`src/logic/plcfg_pkg.sv`:
```
// Package: register map, field layout and encodings of the pattern/PLL config block
package plcfg_pkg;
  // ****************************************
  // Register offsets
  // ****************************************
  localparam logic [7:0] PLCFG_CFG_OFFS = 8'h1a;
  localparam logic [7:0] PLCFG_REFSEL_OFFS = 8'h1b;
  localparam logic [7:0] PLCFG_STATUS_OFFS = 8'h1c;
  // ****************************************
  // Field layout and reset values
  // ****************************************
  localparam int PLCFG_CFG_W = 14;
  localparam int PLCFG_PLEN_LSB = 0;
  localparam int PLCFG_PLEN_MSB = 2;
  localparam int PLCFG_PLLEN_BIT = 10;
  localparam int PLCFG_REFSEL_BIT = 0;
  localparam logic [13:0] PLCFG_CFG_RESET = 14'h0000;
  localparam logic [7:0] PLCFG_REFSEL_RESET = 8'h00;
  localparam int PLCFG_DEPTH_W = 7;
  // ****************************************
  // Encodings
  // ****************************************
  typedef enum logic [2:0] {
    PLCFG_LEN_4 = 3'h0,
    PLCFG_LEN_8 = 3'h1,
    PLCFG_LEN_16 = 3'h2,
    PLCFG_LEN_24 = 3'h3,
    PLCFG_LEN_32 = 3'h4,
    PLCFG_LEN_40 = 3'h5,
    PLCFG_LEN_48 = 3'h6,
    PLCFG_LEN_64 = 3'h7
  } plcfg_len_t;
  // Start-up progress of the PLL enable toggle, Gray coded
  typedef enum logic [1:0] {
    PLCFG_PU_RESET = 2'h0,
    PLCFG_PU_LOW = 2'h1,
    PLCFG_PU_LOCKED = 2'h3
  } plcfg_pu_t;
endpackage

```
`src/logic/plcfg_len_decode.sv`:
```
// Pattern length code to bit depth decoder
`timescale 1ns/1ns
`default_nettype none
module plcfg_len_decode
  import plcfg_pkg::*;
(
  input wire logic [2:0] code_in,
  output logic [PLCFG_DEPTH_W-1:0] depth_out
);
  always_comb begin
    unique case (plcfg_len_t'(code_in))
      PLCFG_LEN_4: depth_out = 7'h04;
      PLCFG_LEN_8: depth_out = 7'h08;
      PLCFG_LEN_16: depth_out = 7'h10;
      PLCFG_LEN_24: depth_out = 7'h18;
      PLCFG_LEN_32: depth_out = 7'h20;
      PLCFG_LEN_40: depth_out = 7'h28;
      PLCFG_LEN_48: depth_out = 7'h30;
      PLCFG_LEN_64: depth_out = 7'h40;
    endcase
  end
endmodule
`default_nettype wire

```
`src/logic/plcfg_top.sv`:
```
// Pattern length and PLL reference configuration register bank
`timescale 1ns/1ns
`default_nettype none
module plcfg_top
  import plcfg_pkg::*;
(
  input wire logic clk_in,
  input wire logic rst_in,
  input wire logic [7:0] addr_in,
  input wire logic [15:0] wdata_in,
  input wire logic wr_in,
  input wire logic rd_in,
  output logic [15:0] rdata_out,
  output logic [PLCFG_DEPTH_W-1:0] pattern_depth_out,
  output logic [2:0] pattern_length_field_out,
  output logic ref_single_ended_out,
  output logic ref_differential_out,
  output logic pll_run_out,
  output logic startup_done_out
);
  // ****************************************
  // Registers
  // ****************************************
  logic [PLCFG_CFG_W-1:0] cfg_reg;
  logic [7:0] refsel_reg;
  logic [PLCFG_DEPTH_W-1:0] depth_next;
  plcfg_pu_t pu_reg;
  logic wr_cfg;
  logic wr_ref;
  logic pll_enable_bit;
  logic pll_reference_source_select;

  assign wr_cfg = wr_in && (addr_in == PLCFG_CFG_OFFS);
  assign wr_ref = wr_in && (addr_in == PLCFG_REFSEL_OFFS);
  assign pll_enable_bit = cfg_reg[PLCFG_PLLEN_BIT];
  assign pll_reference_source_select = refsel_reg[PLCFG_REFSEL_BIT];

  always_ff @(posedge clk_in or posedge rst_in) begin
    if (rst_in) begin
      cfg_reg <= PLCFG_CFG_RESET;
    end else if (wr_cfg) begin
      cfg_reg <= wdata_in[PLCFG_CFG_W-1:0];
    end
  end

  // Reserved bits are stored as written; software is expected to keep them 0
  always_ff @(posedge clk_in or posedge rst_in) begin
    if (rst_in) begin
      refsel_reg <= PLCFG_REFSEL_RESET;
    end else if (wr_ref) begin
      refsel_reg <= wdata_in[7:0];
    end
  end

  // ****************************************
  // Shared pattern depth
  // ****************************************
  plcfg_len_decode u_dec (
    .code_in(cfg_reg[PLCFG_PLEN_MSB:PLCFG_PLEN_LSB]),
    .depth_out(depth_next)
  );

  // A single depth for all channels, no per-channel copy
  always_ff @(posedge clk_in or posedge rst_in) begin
    if (rst_in) begin
      pattern_depth_out <= 7'h04;
      pattern_length_field_out <= 3'h0;
    end else begin
      pattern_depth_out <= depth_next;
      pattern_length_field_out <= cfg_reg[PLCFG_PLEN_MSB:PLCFG_PLEN_LSB];
    end
  end

  // ****************************************
  // Reference select and PLL enable
  // ****************************************
  always_ff @(posedge clk_in or posedge rst_in) begin
    if (rst_in) begin
      ref_single_ended_out <= 1'b0;
      ref_differential_out <= 1'b1;
    end else begin
      ref_single_ended_out <= pll_reference_source_select;
      ref_differential_out <= !pll_reference_source_select;
    end
  end

  // PLL held off under reset so the 0-then-1 toggle always starts clean
  always_ff @(posedge clk_in or posedge rst_in) begin
    if (rst_in) begin
      pll_run_out <= 1'b0;
    end else begin
      pll_run_out <= pll_enable_bit;
    end
  end

  // Tracks the host's low-then-high enable sequence after reset release
  always_ff @(posedge clk_in or posedge rst_in) begin
    if (rst_in) begin
      pu_reg <= PLCFG_PU_RESET;
    end else if (wr_cfg) begin
      unique case (pu_reg)
        PLCFG_PU_RESET: begin
          if (!wdata_in[PLCFG_PLLEN_BIT]) begin
            pu_reg <= PLCFG_PU_LOW;
          end
        end
        PLCFG_PU_LOW: begin
          if (wdata_in[PLCFG_PLLEN_BIT]) begin
            pu_reg <= PLCFG_PU_LOCKED;
          end
        end
        PLCFG_PU_LOCKED: begin
          pu_reg <= PLCFG_PU_LOCKED;
        end
        default: begin
          pu_reg <= PLCFG_PU_RESET;
        end
      endcase
    end
  end

  always_ff @(posedge clk_in or posedge rst_in) begin
    if (rst_in) begin
      startup_done_out <= 1'b0;
    end else begin
      startup_done_out <= (pu_reg == PLCFG_PU_LOCKED);
    end
  end

  // ****************************************
  // Read port, unmapped reads give zero
  // ****************************************
  always_ff @(posedge clk_in or posedge rst_in) begin
    if (rst_in) begin
      rdata_out <= 16'h0000;
    end else if (rd_in) begin
      unique case (addr_in)
        PLCFG_CFG_OFFS: rdata_out <= {2'h0, cfg_reg};
        PLCFG_REFSEL_OFFS: rdata_out <= {8'h00, refsel_reg};
        PLCFG_STATUS_OFFS: begin
          rdata_out <= {5'h00, pll_run_out, startup_done_out,
                        ref_single_ended_out, 1'b0, pattern_depth_out};
        end
        default: rdata_out <= 16'h0000;
      endcase
    end else begin
      rdata_out <= 16'h0000;
    end
  end

  // ****************************************
  // Checks
  // ****************************************
  property p_depth64;
    @(posedge clk_in) disable iff (rst_in)
      (wr_cfg && wdata_in[2:0] == 3'h7) |-> ##2 (pattern_depth_out == 7'h40);
  endproperty
  a_depth64: assert property (p_depth64)
    else $error("depth not 64");

  property p_depth4;
    @(posedge clk_in) disable iff (rst_in)
      (wr_cfg && wdata_in[2:0] == 3'h0) |-> ##2 (pattern_depth_out == 7'h04);
  endproperty
  a_depth4: assert property (p_depth4)
    else $error("depth not 4");

  property p_depth40;
    @(posedge clk_in) disable iff (rst_in)
      (wr_cfg && wdata_in[2:0] == 3'h5) |-> ##2 (pattern_depth_out == 7'h28);
  endproperty
  a_depth40: assert property (p_depth40)
    else $error("depth not 40");

  property p_depth24;
    @(posedge clk_in) disable iff (rst_in)
      (wr_cfg && wdata_in[2:0] == 3'h3) |-> ##2 (pattern_depth_out == 7'h18);
  endproperty
  a_depth24: assert property (p_depth24)
    else $error("depth not 24");

  // The shared code and the shared depth move together
  property p_len_shared;
    @(posedge clk_in) disable iff (rst_in)
      (wr_cfg && wdata_in[2:0] == 3'h6) |->
        ##2 (pattern_length_field_out == 3'h6 && pattern_depth_out == 7'h30);
  endproperty
  a_len_shared: assert property (p_len_shared)
    else $error("length and depth disagree");

  property p_ref_diff;
    @(posedge clk_in) disable iff (rst_in)
      (wr_ref && !wdata_in[0]) |-> ##2 (ref_differential_out &&
                                         !ref_single_ended_out);
  endproperty
  a_ref_diff: assert property (p_ref_diff)
    else $error("ref not diff");

  property p_ref_se;
    @(posedge clk_in) disable iff (rst_in)
      (wr_ref && wdata_in[0]) |-> ##2 (ref_single_ended_out &&
                                        !ref_differential_out);
  endproperty
  a_ref_se: assert property (p_ref_se)
    else $error("ref not single");

  property p_pll_off;
    @(posedge clk_in) disable iff (rst_in)
      (wr_cfg && !wdata_in[PLCFG_PLLEN_BIT]) |-> ##2 !pll_run_out;
  endproperty
  a_pll_off: assert property (p_pll_off)
    else $error("pll still on");

  property p_pll_on;
    @(posedge clk_in) disable iff (rst_in)
      (wr_cfg && wdata_in[PLCFG_PLLEN_BIT]) |-> ##2 pll_run_out;
  endproperty
  a_pll_on: assert property (p_pll_on)
    else $error("pll not on");

  property p_seq;
    @(posedge clk_in) disable iff (rst_in)
      (pu_reg == PLCFG_PU_LOW && wr_cfg && wdata_in[PLCFG_PLLEN_BIT])
        |-> ##2 startup_done_out;
  endproperty
  a_seq: assert property (p_seq)
    else $error("startup not done");

  property p_rd_ref;
    @(posedge clk_in) disable iff (rst_in)
      (rd_in && addr_in == PLCFG_REFSEL_OFFS && !wr_in) |=>
        (rdata_out == {8'h00, $past(refsel_reg)});
  endproperty
  a_rd_ref: assert property (p_rd_ref)
    else $error("bad ref read");
endmodule
`default_nettype wire

```
`config.mk`:
```
export PLATFORM = sky130hd
export DESIGN_NAME = plcfg_top
export DESIGN_NICKNAME = d
export VERILOG_FILES = /design/src/logic/plcfg_pkg.sv /design/src/logic/plcfg_len_decode.sv /design/src/logic/plcfg_top.sv
export SDC_FILE = /design/constraint.sdc
export NUM_CORES = 1
export LEC_CHECK = 0
export ABC_AREA = 1
export BUFFER_PORTS_ARGS = -buffer_cell sky130_fd_sc_hd__buf_2
export CAP_MARGIN = 20
export CORE_MARGIN = 2
export CORE_UTILIZATION = 55
export CTS_CLUSTER_DIAMETER = 30
export DETAILED_ROUTE_END_ITERATION = 10
export PLACE_DENSITY = 0.81
export SETUP_SLACK_MARGIN = 0.2
export SLEW_MARGIN = 20
export SYNTH_ARGS = -nofsm -noshare
export SYNTH_HDL_FRONTEND = slang
export SYNTH_SLANG_ARGS = --single-unit
```
`constraint.sdc`:
```
create_clock -name clk_in -period 4.2 [get_ports clk_in]
set_clock_uncertainty 0.15 [all_clocks]
set_input_delay 0.21 -clock clk_in [delete_from_list [all_inputs] [get_ports clk_in]]
set_output_delay 0.21 -clock clk_in [all_outputs]
set_load 0.01 [all_outputs]
```
== Word-level counts from Yosys, hierarchy flattened ==
Memory sizes are Yosys's and may differ from the RTL's. A register that Yosys moved wholly into a read port is not among the register bits.
Index checks and enable logic that the tools add are counted.

* Equal/unequal tests: 7
* Muxes and demuxes: 5
* Reductions and logical operators: 5

{| class="wikitable"
|+ Operators by type and width
! kind !! count
|-
| $pmux W14 S3 || 1
|-
| $eq A8 B5 Y1 const B || 3
|-
| $mux W16 || 1
|-
| $pmux W2 S3 || 1
|-
| $mux W2 || 2
|-
| $ne A2 B2 Y1 const B || 2
|-
| $reduce_and A3 Y1 || 1
|-
| $eq A2 B1 Y1 const B || 1
|-
| $eq A2 B2 Y1 const B || 1
|-
| $logic_and A1 B1 Y1 || 2
|-
| $logic_not A2 Y1 || 1
|-
| $logic_not A1 Y1 || 1
|}

* Flip-flop bits (word level): 54
* Memory bits (read-only): 40
* Bits of input ports: 28
* Logic and storage cells: 28
* Memories: 1

{| class="wikitable"
|+ Memory list
! memory !! depth !! width !! read ports !! clocked after memory_dff !! write ports !! line !! text
|-
| (name not given) || 8 || 5 || 1 || 1 || 0 || plcfg_len_decode.sv:11 || <nowiki>unique case (plcfg_len_t'(code_in))</nowiki>
|}

== Logic depth before layout (Yosys ltp) ==
* Depth after elaboration: 3
* Gate-level depth with buffers: 8
* Mapped depth without buffers: 8

== Hierarchy ==
Synthesis repeated with hierarchy kept, for this count alone.

* Cells, all modules: 241
* Area total of the unflattened synthesis: 2233.4 um2

{| class="wikitable"
|+ By module, submodules not included
! module !! times used !! cells an instance !! area each (um2)
|-
| plcfg_top || 1 || 229 || 2174.6
|-
| plcfg_len_decode || 1 || 12 || 58.8
|}

== Worst setup path before layout ==
OpenSTA, ideal clock, no wires.

* Kind: in2reg
* Start point: in addr_in[2]
* End point: reg cfg_reg[2]
* Setup time: 0.127 ns
* Arrival: 0.953 ns
* Required time: 3.923 ns
* Slack: 2.970 ns
* Stages: 7
* Path buffers: 1
* Cell sequence: inv_1 nand2_2 nor2_4 nand2_4 nor2_8 buf_6 o21ai_0

* Word-level cells in the longest chain between the ends: 2

{| class="wikitable"
|+ RTL lines
! what !! line !! text
|-
| start, declared || plcfg_top.sv:9 || <nowiki>input wire logic [7:0] addr_in,</nowiki>
|-
| $eq A8 B5 Y1 || plcfg_top.sv:33 || <nowiki>assign wr_cfg = wr_in && (addr_in == PLCFG_CFG_OFFS);</nowiki>
|-
| $logic_and A1 B1 Y1 || plcfg_top.sv:33 ||
|-
| end signal, assigned || plcfg_top.sv:42 || <nowiki>cfg_reg <= wdata_in[PLCFG_CFG_W-1:0];</nowiki>
|-
| end, declared || plcfg_top.sv:24 || <nowiki>logic [PLCFG_CFG_W-1:0] cfg_reg;</nowiki>
|}

Every way passes these cells.
A chain may end at the register's enable or synchronous reset.

== Worst setup path after layout ==
* Start point: in addr_in[5]
* End point: reg cfg_reg[7]

Same word-level chain as after synthesis.

==> summary.md <==
| Metric | Value |
|---|---|
| FMAX | 595.1 MHz |
| Final Non-Filler Cells | 346 |
| Vias | 1,684 |
| DRC Markers | 0 |
| Max_slew headroom | 46.28% |
| Combinational share of power | 9.6% |
| Met1 Use GR | 26.01% |
| Row Count | 22 |
| Die Ht | 65.69 um |
| Share of layout cells above drive strength 1 | 23.83% |
| DIE AREA | 4315 um^2 |
| Critical Path Stages | 9 |
| Top cell type's share of synthesized area | 57.38% |
| Critical Path Source Type | input port |
| Crit path buf inv count | 3 |
| Switch share | 23.88% |
| RSZ-0062 raised after global routing | no |
| Initial antenna violation count | 0 |
| Remaining global-route overflow | 0 |
| Min Clock Period, post-route | 1.680 ns |
| Length in cells of the worst reg-to-reg path | 4 |
| First-pass GRT wire length | 6.720 mm |
| Crit-path slowest cell | nor2_4 |
| Fin Setup TNS | 0 ns |
| Yosys warning total | 0 |
| R2R Path Start | cfg_reg[2]$_DFFE_PP0P_ |
| Area delta synth->final | 23.73% |
| Post-synth top area cell | dfrtp_1 |
| Maxcap violations | 0 |
| Setup crit end kind | flop |
| Post-DP HPWL | 2.805 mm |
| Top cell by count, worst path | nand2_1 |
| Count of final setup violators | 0 |
| Crit Path Class | in2reg |
| Post-Syn Area | 2093 um^2 |
| CP Data Arrival Time | 1.72 ns |
| Area contributors post-synth | dfrtp_1, nand2_1, nand3_1 |
| Switching power | 211.7 uW |
| Clk pwr share | 31.5% |
| Post-route cell area | 2590 um^2 |
| Largest delay share family, worst path | simple AND/OR/NAND/NOR gates |
| Sequential area share after synthesis | 59.89% |
| Worst-path clk slew | 0.08 ns |
| Reg power frac | 58.9% |
| Tcrit/Tclk final | 40.01% |
| Post-CTS sizing | 0 |
| Root Driver | clkbuf_8 |
| Vias in the first global route | 1,539 |
| Placed Cells | 324 |
| Synthesized netlist cell count | 230 |
| Internal reg-to-reg setup slack | 3.12 ns |
| Status | finished clean |
| Num ports | 58 |
| Initial core utilization | 57.18% |
| Cell variety after synth | 21 |
| Total Nets Final | 325 |
| Adder-Cell Fraction of Synth Area | 0% |
| GR peak layer | met2 |
| Crit-path max cell delay | 0.45 ns |
| Drt first pass iters | 4 |
| Largest family of logic cells by synthesized area | simple AND/OR/NAND/NOR gates |
| Clk Latency, worst-skew pair | 0.30 ns |
| Reg2reg end | rdata_out[2]$_DFF_PP0_ |
| Die width | 65.69 um |
| # diodes | 0 |
| WL per Instance | 11.68 um |
| Clk buf depth | 2 |
| Xor/xnor share of the synthesized area | 0% |
| Simple-Gate Fraction of Synth Area | 25.94% |
| Power Density | 342.3 nW/um^2 |
| Met2 Usage GRT | 34.34% |
| Synth Area in Compound Gates | 5.619% |
| Core area | 3661 um^2 |
| H-Tree Depth | 2 |
| Routed WL | 4.043 mm |
| Hold depth | 3 |
| P_int | 674.9 uW |
| Syn avg cell area | 9.101 um^2 |
| Crit path required time | 4.24 ns |
| PortBufs | 51 |
| Vias per cell | 4.867 |
| Post-synthesis mux area share | 0% |
| CTS tree | done |
| Leakage Power | 0.001439 uW |
| Total CTS buffers | 5 |
| Yosys reg bits | 50 |
| Gpl congestion | 0.8622 |
| Pin count of the biggest net entering global routing | 51 |
| Hold/Removal Path Class | in2reg |
| Worst Hold End | cfg_reg[10]$_DFFE_PP0P_ |
| Hold path startpoint | wdata_in[10] |
| Post-DRT Antenna Nets | 0 |
| Met3 Usage GRT | 5.993% |
| Initial DRC count | 102 |
| DP Area | 2357 um^2 |
| Clk sinks | 50 |
| CP Cell Sequence | buf_2 -> inv_1 -> nand2_1 -> nor2_4 -> nand2_4 -> nor2_8 -> inv_1 -> nand2_1 -> nand2_1 |
| Tot GR Track Use | 21.06% |
| Worst slew pin tran | 0.8049 ns |
| Max-slew violation count | 0 |
| CP max FO | 27 |
| Max IR drop VDD | 274.2 uV |
| Final Hold Fails | 0 |
## logic make-up (layout without fill, tap and decap cells)
logic type / Yosys count / in the layout
flip-flops: 50 / 50
buffers and inverters: 38 / 103
other: 1 / 4
AND/OR/NAND/NOR: 118 / 118
AO/OA/AOI/OAI: 23 / 23
## cell usage after synthesis
library cell  instances
buf_6                 2
nand2_4               1
conb_1                1
nor2_1               19
nand2_2               3
nor2_2                1
a21boi_0              1
dfrtp_1              48
buf_2                 2
a21oi_1               3
nand3_1              25
dfstp_2               2
nor2_8                1
o21ai_0              19
nand4_1               1
nand2_1              61
buf_4                 4
nor2_4                4
clkinv_1              1
inv_1                29
nor3_1                2
## tightest hold or removal path, stage by stage
cell	delay (ns)
buf_2	0.10
nand2_1	0.05
o21ai_0	0.06
## how the worst max path moves through the flow
| stage | from | to |
|---|---|---|
| 2_1_floorplan | rst_in | cfg_reg[0]$_DFFE_PP0P_ |
| 3_3_place_gp | addr_in[5] | pu_reg[1]$_DFFE_PP0P_ |
| 3_5_place_dp | addr_in[5] | cfg_reg[7]$_DFFE_PP0P_ |
| 4_1_cts | addr_in[5] | cfg_reg[7]$_DFFE_PP0P_ |
| 5_1_grt | addr_in[5] | cfg_reg[8]$_DFFE_PP0P_ |
| 6_report | addr_in[5] | cfg_reg[7]$_DFFE_PP0P_ |
## through the flow
| step | hold slack [ns] | setup WS, ns | total power [uW] | util, % |
|---|---|---|---|---|
| CTS | 0.004883 | 2.532 | 890.3 | 70.44 |
| floorplan | 0.1639 | 2.642 | 572.5 | - |
| global placement | 0.2059 | 2.279 | 604.4 | 64.39 |
| global route | 0.009704 | 2.421 | 930.9 | 70.75 |
| finish | 0.005630 | 2.520 | 886.6 | 70.75 |
| detailed placement | 0.2084 | 2.225 | 607.2 | 64.39 |
## repair_timing
item,4_1_cts,5_1_grt
hold buffers,13,1
endpoints found under the setup margin,0,0
setup buffers,0,0
endpoints found under the hold margin,19,48
## area by class of cell
type,instances,area [um^2]
Fill cell,288,1071
Multi-Input combinational cell,145,675.6
Tap cell,48,60.06
Inverter,30,113.9
Clock inverter,1,5.005
Sequential cell,50,1254
Clock buffer,7,86.33
Timing Repair Buffer,65,395.4
## power by group through the flow
| stage | clock network (uW) | registers, uW | logic [uW] |
|---|---|---|---|
| finish | 279 | 522 | 85.5 |
| global route | 310 | 525 | 95.9 |
| CTS | 283 | 522 | 85.4 |
| detailed placement | 0 | 531 | 75.9 |
| global placement | 0 | 531 | 73.5 |
| floorplan | 0 | 533 | 39.2 |
## placed cells by master, fill, tap and decap left out
| cell | count |
|---|---|
| o21ai_0 | 19 |
| dfrtp_1 | 48 |
| a21oi_1 | 3 |
| clkbuf_8 | 6 |
| dfstp_2 | 2 |
| nand2_2 | 3 |
| nand2_1 | 61 |
| clkbuf_1 | 1 |
| inv_1 | 28 |
| a21boi_0 | 1 |
| buf_2 | 51 |
| nor3_1 | 2 |
| nand4_1 | 1 |
| clkinv_2 | 2 |
| clkinv_1 | 1 |
| dlygate4sd3_1 | 14 |
| nor2_1 | 19 |
| nand3_1 | 25 |
| nor2_8 | 1 |
| nand2_4 | 1 |
| nor2_2 | 1 |
| nor2_4 | 4 |
| conb_1 | 4 |
## routing by layer
layer | vias up | wire length [um]
met1 | 785 | 1784
met5 | - | 0
met2 | 51 | 1954
met3 | 8 | 228
li1 | 840 | -
met4 | 0 | 75
Note: power is estimated with default switching activity, not from simulation.
